<file path="src/rtl/tamper_pkg.sv">
// Shared constants and types for the chassis tamper detect block
package tamper_pkg;

    // ************************************************************
    // Register map (byte addresses on the Avalon-MM slave)
    // ************************************************************
    localparam int ADDR_W = 8;
    localparam int DATA_W = 32;
    localparam logic [ADDR_W-1:0] OFF_INTRUDER = 8'h00; // Runtime alias: pin level + flag
    localparam logic [ADDR_W-1:0] OFF_PWRFAIL = 8'h04; // Home of the physical tamper flag
    localparam logic [ADDR_W-1:0] OFF_EVT_STS = 8'h08; // Tamper PME / SMI status, write 1 to clear
    localparam logic [ADDR_W-1:0] OFF_EVT_EN = 8'h0C; // Tamper PME / SMI enables
    localparam logic [ADDR_W-1:0] OFF_IRQ_STS = 8'h10; // Sticky interrupt status, clear on read
    localparam logic [ADDR_W-1:0] OFF_IRQ_MASK = 8'h14; // Interrupt mask

    // ************************************************************
    // Field positions
    // ************************************************************
    localparam int BIT_PIN_LEVEL = 0; // Intruder register: live pin level
    localparam int BIT_LATCH_ALIAS = 1; // Intruder register: tamper flag alias
    localparam int BIT_LATCH_HOME = 0; // Power-fail register: tamper flag
    localparam int BIT_PME = 0; // Event status / enable: PME
    localparam int BIT_SMI = 1; // Event status / enable: SMI
    localparam int BIT_IRQ_TAMPER = 0; // Interrupt: pin transition seen
    localparam int BIT_IRQ_PME = 1; // Interrupt: PME generated
    localparam int BIT_IRQ_SMI = 2; // Interrupt: SMI generated
    localparam int IRQ_W = 3;

    // ************************************************************
    // Reset values and timing
    // ************************************************************
    localparam logic LATCH_BAT_RESET = 1'b1; // Battery reset looks like a tamper
    localparam logic [IRQ_W-1:0] IRQ_MASK_RESET = 3'h0;
    localparam logic [1:0] SETTLE_CYCLES = 2'h3; // Sync chain fill time
    localparam logic [DATA_W-1:0] DATA_ZERO = 32'h0000_0000;

    // PME / SMI pair travels together
    typedef struct packed {
        logic smi;
        logic pme;
    } evt_pair_t;

    localparam evt_pair_t EVT_NONE = '{smi: 1'b0, pme: 1'b0};

endpackage : tamper_pkg

</file>
<file path="src/rtl/chassis_tamper_detect.sv">
// Chassis tamper detection with Avalon-MM registers and PME / SMI generation
// Overview of operation
// - Any pin transition sets tamper flag
// - Flag stays set until software clears
// - Writing one clears flag regardless of pin
// - Writing zero leaves flag unchanged
// - Flag and pin logic on battery reset
// - Runtime alias acts on single physical flag
// - Read-only bit shows current pin level
// - Tamper event also updates PME/SMI status
// - Battery reset initialises flag to one
// - Event status bits shadow the tamper flag
// - Writing one clears event status bit
// - Status clear blocked while pin high
// - Battery-time event sets status at standby return
// - Enables cleared when standby power returns
// - Enable rising with status set triggers output
// - Status rising with enable set triggers output
// - Standby-only operation still raises PME/SMI
// - Intruder register combines pin and flag
//
// The register addresses and the Avalon-MM register port are this design's own decisions.
`timescale 1ns/100ps

module chassis_tamper_detect
    import tamper_pkg::*;
(
    input wire logic i_clk,
    input wire logic i_resetn, // Standby power-on reset
    input wire logic i_bat_resetn, // Battery power-on reset
    input wire logic i_chassis_open, // Cover switch pin, asynchronous
    input wire logic [ADDR_W-1:0] i_address,
    input wire logic i_read,
    input wire logic i_write,
    input wire logic [DATA_W-1:0] i_writedata,
    input wire logic [3:0] i_byteenable,
    output logic [DATA_W-1:0] o_readdata,
    output logic o_waitrequest,
    output logic o_pme, // One-cycle PME request pulse
    output logic o_smi, // One-cycle SMI request pulse
    output logic o_irq // Level interrupt
);

    // ************************************************************
    // Battery-held pin logic
    // ************************************************************
    logic pin_s1_ff; // First sync stage, read only by the second
    logic pin_s2_ff; // Second sync stage
    logic pin_prev_ff; // Previous synchronised level
    logic [1:0] bat_settle_ff; // Counts the sync chain fill
    logic [1:0] nxt_bat_settle;
    logic bat_ready; // Chain holds real samples
    logic tamper_edge; // One-cycle pin transition
    logic latched_ff; // The one physical tamper flag
    logic nxt_latched;

    // ************************************************************
    // Standby-held state
    // ************************************************************
    logic [1:0] settle_ff; // Standby-side warm-up counter
    logic [1:0] nxt_settle;
    logic settled; // Standby logic is live
    logic settled_d_ff; // Delayed copy to spot the release
    logic init_load; // First live cycle after standby reset
    evt_pair_t sts_ff; // PME / SMI status
    evt_pair_t nxt_sts;
    evt_pair_t en_ff; // PME / SMI enables
    evt_pair_t nxt_en;
    evt_pair_t sts_d_ff; // Status one cycle ago
    evt_pair_t en_d_ff; // Enables one cycle ago
    evt_pair_t trig; // Output triggers this cycle
    logic [IRQ_W-1:0] irq_sts_ff; // Sticky interrupt causes
    logic [IRQ_W-1:0] nxt_irq_sts;
    logic [IRQ_W-1:0] irq_mask_ff; // Interrupt mask
    logic [IRQ_W-1:0] irq_set; // New interrupt causes

    // ************************************************************
    // Bus decode
    // ************************************************************
    logic req; // A request is standing
    logic take; // Request completes at this edge
    logic wr_take; // Write completes at this edge
    logic rd_take; // Read completes at this edge
    logic wr_low; // Write touches the low byte
    logic sel_intruder;
    logic sel_pwrfail;
    logic sel_evt_sts;
    logic sel_evt_en;
    logic sel_irq_sts;
    logic sel_irq_mask;
    logic clr_latch; // Software clear of the tamper flag
    evt_pair_t clr_sts; // Software clear request on status
    logic [DATA_W-1:0] rd_mux; // Read data before registering

    // Sync chain and edge qualifier sit on the battery reset
    assign bat_ready = (bat_settle_ff == SETTLE_CYCLES);
    assign nxt_bat_settle = bat_ready ? bat_settle_ff : bat_settle_ff + 2'h1;
    // Pin compared only after the second sync stage
    assign tamper_edge = bat_ready && (pin_s2_ff != pin_prev_ff);

    assign settled = (settle_ff == SETTLE_CYCLES);
    assign nxt_settle = settled ? settle_ff : settle_ff + 2'h1;
    assign init_load = settled && !settled_d_ff;

    // Bus is refused (waitrequest held) until the standby side is live
    assign req = (i_read || i_write) && settled;
    assign take = req && !o_waitrequest;
    assign wr_take = take && i_write;
    assign rd_take = take && i_read;
    assign wr_low = wr_take && i_byteenable[0];

    assign sel_intruder = (i_address == OFF_INTRUDER);
    assign sel_pwrfail = (i_address == OFF_PWRFAIL);
    assign sel_evt_sts = (i_address == OFF_EVT_STS);
    assign sel_evt_en = (i_address == OFF_EVT_EN);
    assign sel_irq_sts = (i_address == OFF_IRQ_STS);
    assign sel_irq_mask = (i_address == OFF_IRQ_MASK);

    // Both register aliases reach the same flag
    assign clr_latch = wr_low && ((sel_intruder && i_writedata[BIT_LATCH_ALIAS])
        || (sel_pwrfail && i_writedata[BIT_LATCH_HOME]));

    // Status clears only once the pin is low
    assign clr_sts.pme = wr_low && sel_evt_sts && i_writedata[BIT_PME] && !pin_s2_ff;
    assign clr_sts.smi = wr_low && sel_evt_sts && i_writedata[BIT_SMI] && !pin_s2_ff;

    // ************************************************************
    // Next-state logic
    // ************************************************************

    // Set wins over a clear in the same cycle; no hardware clear
    // A zero write does not reach clr_latch
    assign nxt_latched = tamper_edge ? 1'b1 : (clr_latch ? 1'b0 : latched_ff);

    // Status shadows the flag: set on an event, or loaded at warm-up
    always_comb begin
        nxt_sts = sts_ff;
        if (clr_sts.pme) begin
            nxt_sts.pme = 1'b0;
        end
        if (clr_sts.smi) begin
            nxt_sts.smi = 1'b0;
        end
        if (tamper_edge) begin
            nxt_sts = '{smi: 1'b1, pme: 1'b1};
        end
        if (init_load && latched_ff) begin
            nxt_sts = '{smi: 1'b1, pme: 1'b1};
        end
    end

    // Enables written by software only
    always_comb begin
        nxt_en = en_ff;
        if (wr_low && sel_evt_en) begin
            nxt_en.pme = i_writedata[BIT_PME];
            nxt_en.smi = i_writedata[BIT_SMI];
        end
    end

    // Status rising with enable set, or enable rising with status set
    // No main-power qualifier: standby-only still produces both
    assign trig.pme = (sts_ff.pme && !sts_d_ff.pme && en_ff.pme)
        || (en_ff.pme && !en_d_ff.pme && sts_ff.pme);
    assign trig.smi = (sts_ff.smi && !sts_d_ff.smi && en_ff.smi)
        || (en_ff.smi && !en_d_ff.smi && sts_ff.smi);

    // Interrupt causes; set wins over the read clear
    assign irq_set[BIT_IRQ_TAMPER] = tamper_edge;
    assign irq_set[BIT_IRQ_PME] = trig.pme;
    assign irq_set[BIT_IRQ_SMI] = trig.smi;
    assign nxt_irq_sts = ((rd_take && sel_irq_sts) ? {IRQ_W{1'b0}} : irq_sts_ff) | irq_set;

    // Read mux; unmapped addresses read as zero
    always_comb begin
        rd_mux = DATA_ZERO;
        if (sel_intruder) begin
            rd_mux[BIT_PIN_LEVEL] = pin_s2_ff;
            rd_mux[BIT_LATCH_ALIAS] = latched_ff;
        end else if (sel_pwrfail) begin
            rd_mux[BIT_LATCH_HOME] = latched_ff;
        end else if (sel_evt_sts) begin
            rd_mux[BIT_PME] = sts_ff.pme;
            rd_mux[BIT_SMI] = sts_ff.smi;
        end else if (sel_evt_en) begin
            rd_mux[BIT_PME] = en_ff.pme;
            rd_mux[BIT_SMI] = en_ff.smi;
        end else if (sel_irq_sts) begin
            rd_mux[IRQ_W-1:0] = irq_sts_ff;
        end else if (sel_irq_mask) begin
            rd_mux[IRQ_W-1:0] = irq_mask_ff;
        end
    end

    // ************************************************************
    // Battery-domain flops
    // ************************************************************

    // Pin synchroniser; survives standby loss
    always_ff @(posedge i_clk or negedge i_bat_resetn) begin
        if (!i_bat_resetn) begin
            pin_s1_ff <= 1'b0;
            pin_s2_ff <= 1'b0;
            pin_prev_ff <= 1'b0;
            bat_settle_ff <= 2'h0;
        end else begin
            pin_s1_ff <= i_chassis_open;
            pin_s2_ff <= pin_s1_ff;
            pin_prev_ff <= pin_s2_ff;
            bat_settle_ff <= nxt_bat_settle;
        end
    end

    // Limitation: the battery side shares i_clk, so with the clock stopped a
    // pin change is only seen once it runs again; the flag itself never drops.
    // Tamper flag; a battery reset counts as a tamper
    always_ff @(posedge i_clk or negedge i_bat_resetn) begin
        if (!i_bat_resetn) begin
            latched_ff <= LATCH_BAT_RESET;
        end else begin
            latched_ff <= nxt_latched;
        end
    end

    // ************************************************************
    // Standby-domain flops
    // ************************************************************

    // Warm-up counter; status is loaded from the flag when it completes
    always_ff @(posedge i_clk or negedge i_resetn) begin
        if (!i_resetn) begin
            settle_ff <= 2'h0;
            settled_d_ff <= 1'b0;
        end else begin
            settle_ff <= nxt_settle;
            settled_d_ff <= settled;
        end
    end

    // Event status and enables; enables come up clear
    always_ff @(posedge i_clk or negedge i_resetn) begin
        if (!i_resetn) begin
            sts_ff <= EVT_NONE;
            en_ff <= EVT_NONE;
            sts_d_ff <= EVT_NONE;
            en_d_ff <= EVT_NONE;
        end else begin
            sts_ff <= nxt_sts;
            en_ff <= nxt_en;
            sts_d_ff <= sts_ff;
            en_d_ff <= en_ff;
        end
    end

    // PME / SMI pulses, registered so outputs come from flops
    always_ff @(posedge i_clk or negedge i_resetn) begin
        if (!i_resetn) begin
            o_pme <= 1'b0;
            o_smi <= 1'b0;
        end else begin
            o_pme <= trig.pme;
            o_smi <= trig.smi;
        end
    end

    // Interrupt status, mask and level output
    always_ff @(posedge i_clk or negedge i_resetn) begin
        if (!i_resetn) begin
            irq_sts_ff <= {IRQ_W{1'b0}};
            irq_mask_ff <= IRQ_MASK_RESET;
            o_irq <= 1'b0;
        end else begin
            irq_sts_ff <= nxt_irq_sts;
            if (wr_low && sel_irq_mask) begin
                irq_mask_ff <= i_writedata[IRQ_W-1:0];
            end
            o_irq <= |(nxt_irq_sts & irq_mask_ff);
        end
    end

    // Bus handshake: one wait cycle, then the access completes.
    // Registering read data costs a cycle but keeps outputs flop-driven.
    always_ff @(posedge i_clk or negedge i_resetn) begin
        if (!i_resetn) begin
            o_waitrequest <= 1'b1;
            o_readdata <= DATA_ZERO;
        end else begin
            if (take) begin
                o_waitrequest <= 1'b1;
            end else if (req) begin
                o_waitrequest <= 1'b0;
                o_readdata <= rd_mux;
            end
        end
    end
endmodule : chassis_tamper_detect

</file>
<file path="config.mk">
export PLATFORM = sky130hd
export DESIGN_NAME = chassis_tamper_detect
export DESIGN_NICKNAME = d
export VERILOG_FILES = /design/src/rtl/tamper_pkg.sv /design/src/rtl/chassis_tamper_detect.sv
export SDC_FILE = /design/constraint.sdc
export NUM_CORES = 1
export LEC_CHECK = 0
export BUFFER_PORTS_ARGS = -buffer_cell sky130_fd_sc_hd__buf_2
export CAP_MARGIN = 20
export CORE_AREA = 2 2 51 89
export CTS_BUF_LIST = sky130_fd_sc_hd__clkbuf_2 sky130_fd_sc_hd__clkbuf_4 sky130_fd_sc_hd__clkbuf_8
export DETAILED_ROUTE_END_ITERATION = 8
export DIE_AREA = 0 0 53 91
export MAX_ROUTING_LAYER = met4
export PLACE_DENSITY = 0.83
export SETUP_SLACK_MARGIN = 0.2
export SLEW_MARGIN = 20
export SYNTH_ARGS = -nofsm -noshare
export SYNTH_HDL_FRONTEND = slang
export SYNTH_SLANG_ARGS = --single-unit
</file>
<file path="constraint.sdc">
create_clock -name i_clk -period 2.6 [get_ports i_clk]
set_clock_uncertainty 0.05 [all_clocks]
set_input_delay 0 -clock i_clk [delete_from_list [all_inputs] [get_ports i_clk]]
set_output_delay 0 -clock i_clk [all_outputs]
set_load 0.005 [all_outputs]
</file>
# Word-level counts from Yosys, hierarchy flattened
# Cells that the tools add are included.
# classes
addsub,2
multipliers,0
div,0
magnitude_cmp,0
eq_ne,8
shift,0
mux,19
bitwise,3
reduce_logical,45
# ops
cell,count
1-bit logical AND,27
8-bit by 4-bit equality test with 1-bit output (second input constant),2
8-bit by 5-bit equality test with 1-bit output (second input constant),2
2-bit 2-to-1 mux,6
1-bit 2-to-1 mux,10
3-bit 2-to-1 mux,3
8-bit by 3-bit equality test with 1-bit output (second input constant),1
8-bit zero test,1
1-bit zero test,7
3-bit nonzero test,2
2-bit by 1-bit adder with 2-bit output (second input constant),2
2-bit equality test (second input constant),2
1-bit logical OR,4
2-bit nonzero test,2
3-bit AND,1
3-bit bitwise OR,1
3-bit OR reduction,1
2-bit AND reduction,1
1-bit != test,1
1-bit NOT,1
# totals
register_bits,30
latchBits,0
ram_bits,0
rom_bits,0
input_bits,50
wordCells,99
mem_count,0

# Depth between registers and ports, before layout
# logic_depth
word_depth,11
ltp_mapped,6
ltp_nobuf,5

# Worst setup path before layout
# Ideal clock, no wire load.
# synth_path
path_kind,reg2reg
start,reg settle_ff[0]
end,reg irq_mask_ff[0]
setup_ns,0.128
t_arrival_ns,1.499
required_ns,2.422
path_slack_ns,0.923
stages_incl_launch_ff,7
path_buffers,1
period_less_slack_ns,1.677
path_cell_list,dfrtp_1 -> ha_1 -> buf_6 -> nor2b_1 -> and3_1 -> and3_1 -> mux2_1
# synth_via
elab_chain_cells,6
# synth_rtl
element,line,rtl
from (decl),chassis_tamper_detect.sv:60,logic [1:0] settle_ff;
from (signal assigned),chassis_tamper_detect.sv:235,settle_ff <= nxt_settle;
2-bit equality test,chassis_tamper_detect.sv:101,assign settled = (settle_ff == SETTLE_CYCLES);
net settled,chassis_tamper_detect.sv:62,logic settled;
1-bit logical AND,chassis_tamper_detect.sv:106,assign req = (i_read || i_write) && settled;
1-bit logical AND,chassis_tamper_detect.sv:107,assign take = req && !o_waitrequest;
1-bit logical AND,chassis_tamper_detect.sv:108,assign wr_take = take && i_write;
1-bit logical AND,chassis_tamper_detect.sv:110,assign wr_low = wr_take && i_byteenable[0];
1-bit logical AND,chassis_tamper_detect.sv:274,if (wr_low && sel_irq_mask) begin
to (signal assigned),chassis_tamper_detect.sv:275,irq_mask_ff <= i_writedata[IRQ_W-1:0];
to (decl),chassis_tamper_detect.sv:74,logic [IRQ_W-1:0] irq_mask_ff;
# The timed path passes the listed nets, and every way through them passes these cells.
# A chain may end at the register's enable or synchronous reset.

# Worst setup path in the final report
# layout_path
start,reg settle_ff[0]
end,reg en_ff[0] in the netlist's numbering
# layout_via
elab_chain_cells,6
# layout_rtl
element,line,rtl
2-bit equality test,chassis_tamper_detect.sv:101,
net settled,chassis_tamper_detect.sv:62,
1-bit logical AND,chassis_tamper_detect.sv:106,
1-bit logical AND,chassis_tamper_detect.sv:107,
1-bit logical AND,chassis_tamper_detect.sv:108,
1-bit logical AND,chassis_tamper_detect.sv:110,
1-bit logical AND,chassis_tamper_detect.sv:155,if (wr_low && sel_evt_en) begin
to (signal assigned),chassis_tamper_detect.sv:249,en_ff <= nxt_en;
to (decl),chassis_tamper_detect.sv:67,evt_pair_t en_ff;
# The timed path passes the listed nets, and every way through them passes these cells.

==> results.json <==
{
  "clockPowerShare": 0.362,
  "required_ns": 2.72,
  "yosys_warnings": 0,
  "totalWireLength_mm": 2.655,
  "cts-root-buf": "clkbuf_8",
  "ir_worst_vdd_uv": 533.0,
  "overflow": 0,
  "core_area_um2": 4073,
  "rows": 31,
  "worst-path-max-fanout": 8,
  "synth_area_per_cell_um2": 11.16,
  "htreeDepth": 2,
  "critPathSlowestCell": "dfrtp_1",
  "die_w_um": 53,
  "yosysMostFrequentCell": "buf_4",
  "detail_route.iter0.violations": 36,
  "syn_to_final_growth_pct": 12.87,
  "setup_violations": 0,
  "ys_top_cells_by_area": "dfrtp_1 (44%), buf_4 (14%), dfstp_2 (3.3%)",
  "slowest_delay_ns": 0.37,
  "rsz0062_at_grt": "no",
  "synth-edff-count": 0,
  "cts_sinks": 30,
  "numCtsBuffers": 5,
  "vias_per_cell": 4.622,
  "drcViolationCount": 0,
  "ys_ff_latch": 30,
  "grt_pass1_vias": 1033,
  "ys.flop_type": "dfrtp_1",
  "place_ws_ns": 0.7458,
  "async_flop_share": 1.000,
  "vias": 1040,
  "cap_violations": 0,
  "worstHoldPathType": "in2async",
  "synth_cells": 142,
  "pwr-share-seq": 0.496,
  "drive_above_1_share": 0.2386,
  "hold_slack_ns": 0.007592,
  "crit_path_end_kind": "flop",
  "tns_ns": 0,
  "synth_cell_types": 39,
  "switching_power_uw": 279.0,
  "power.internal_uw": 783.4,
  "clk_pin_slew_worst_paths_ns": 0.07,
  "drtAntennaViolNets": 0,
  "track_usage": 0.1318,
  "dieHeight_um": 91,
  "powerDensity_nw_per_um2": 593.8,
  "status": "completed",
  "finalMaxSlewViolations": 0,
  "synth_common_cells": "buf_4 (30), dfrtp_1 (28), a21oi_1 (8)",
  "start_util": 0.3892,
  "antenna_cells": 0,
  "slew_headroom": 0.6204,
  "die_area_um2": 4823,
  "cp_cell_sequence": "ha_1 > nand4b_1 > nor4_4 > and3_4 > mux2_4",
  "path_class": "reg2reg",
  "power_leakage_nw": 0.8631,
  "period_share": 0.7106,
  "insertion_delay_ns": 0.28,
  "seq_area_frac_synth": 0.4751,
  "arrival_ns": 1.97,
  "boundaryPins": 86,
  "synth_top_area_cell": "dfrtp_1",
  "finalWorstSetupSlack_ns": 0.7525,
  "firstDrtPassIters": 4,
  "final_nets": 227,
  "final_cells": 225,
  "syn_area_um2": 1585,
  "grt_start_max_net_pins": 25,
  "dp_hpwl_mm": 1.981,
  "finalCriticalPeriod_ns": 1.848,
  "power.share.switching": 0.2626,
  "combPwrFrac": 0.142,
  "port-buffer-count": 24,
  "yosys.area.top_type_share": 0.4420,
  "wl_per_cell_um": 11.80,
  "routabilityCongestion": 0.8198,
  "dp_cells": 210,
  "cts_buffer_depth": 2,
  "r2r_cells": 5,
  "fmax_mhz": 541.3,
  "antenna_found_initial": 0,
  "hold_viol": 0,
  "cts_tree": "built",
  "start_kind": "flop",
  "grt_first_pass_wirelength_mm": 4.533,
  "dpl_cell_area_um2": 1624,
  "final_cell_area_um2": 1789,
  "worst_pin_slew_ns": 0.5668
}
## area by class of cell
cell class	instances	area (µm²)
fill	398	2283
sequential	30	753.2
multi-input combinational	103	674.4
timing repair buffer	31	190.2
clock buffer	6	82.58
tap	49	61.31
inverter	4	15.01
clock inverter	2	12.51
## metal layers
metal	global-route usage	up-vias	wire length, µm
met1	0.1407	476	993
met2	0.2073	55	1359
met4	0.08120	0	102
li1	-	498	-
met3	0.03783	11	201
met5	-	-	0
## flip-flops by register name, summed over array words and instances (netlist names)
| name | cells |
|---|---|
| bat_settle_ff | 2 |
| en_d_ff | 2 |
| irq_sts_ff | 3 |
| o_waitrequest | 1 |
| pin_s2_ff | 1 |
| o_irq | 1 |
| settled_d_ff | 1 |
| o_pme | 1 |
| latched_ff | 1 |
| settle_ff | 2 |
| irq_mask_ff | 3 |
| en_ff | 2 |
| o_readdata | 3 |
| o_smi | 1 |
| sts_ff | 2 |
| pin_prev_ff | 1 |
| sts_d_ff | 2 |
| pin_s1_ff | 1 |
## timing repair
action	in CTS	in global routing
endpoints found under the hold margin	35	0
gates resized for setup	0	0
setup endpoints to repair	0	0
buffers inserted	0	0
hold buffers	7	0
## logic make-up after synthesis
family,Yosys count,synth area share
compound gates,25,0.1081
mux,12,0.08603
xor+xnor,4,0.02210
buf+inv,37,0.1657
flops,30,0.4751
other cells,1,0.002366
simple gates,31,0.1247
fa+ha+maj,2,0.01578
## power by group through the flow
stage,combinational [mW],clock [mW],sequential [mW]
2_1_floorplan,0.125,0,0.531
3_3_place_gp,0.141,0,0.534
3_5_place_dp,0.143,0,0.534
4_1_cts,0.152,0.394,0.526
5_1_grt,0.174,0.417,0.531
6_report,0.151,0.384,0.527
## stage by stage
stage	total power, mW	utilization
2_1_floorplan	0.6555	-
3_3_place_gp	0.6747	0.3988
3_5_place_dp	0.6770	0.3988
4_1_cts	1.073	0.4393
5_1_grt	1.122	0.4393
6_report	1.062	0.4393
## worst max-delay path, delay by kind of cell, from the launching register on
kind	cells	cell delay, ns
adders and majority gates	1	0.32
DFF	1	0.37
and+or+nand+nor	3	0.71
muxes	1	0.30
## path summary, 6_finish.rpt
kind	from	end	slack, ns
min in group i_clk	i_write	o_waitrequest	0.01
hold / removal	i_bat_resetn	pin_prev_ff	0.008
setup / recovery	settle_ff[0]	en_ff[0]	0.75
setup reg to reg	settle_ff[0]	en_ff[0]	0.75
hold reg to reg	pin_s1_ff	pin_s2_ff	0.30
max in group asynchronous	i_bat_resetn	pin_s2_ff	1.81
## placed cells by master (no fill, tap or decap), types with 3 or more instances in the layout
| cell | instances |
|---|---|
| mux2i_1 | 5 |
| clkbuf_8 | 6 |
| inv_1 | 4 |
| mux2_1 | 4 |
| nand2_1 | 6 |
| nor2_1 | 7 |
| nand2b_1 | 5 |
| conb_1 | 29 |
| a21o_1 | 6 |
| a21oi_1 | 8 |
| xnor2_1 | 3 |
| dlygate4sd3_1 | 7 |
| dfrtp_1 | 28 |
| buf_2 | 24 |
Power figures use the tool's default switching activity.
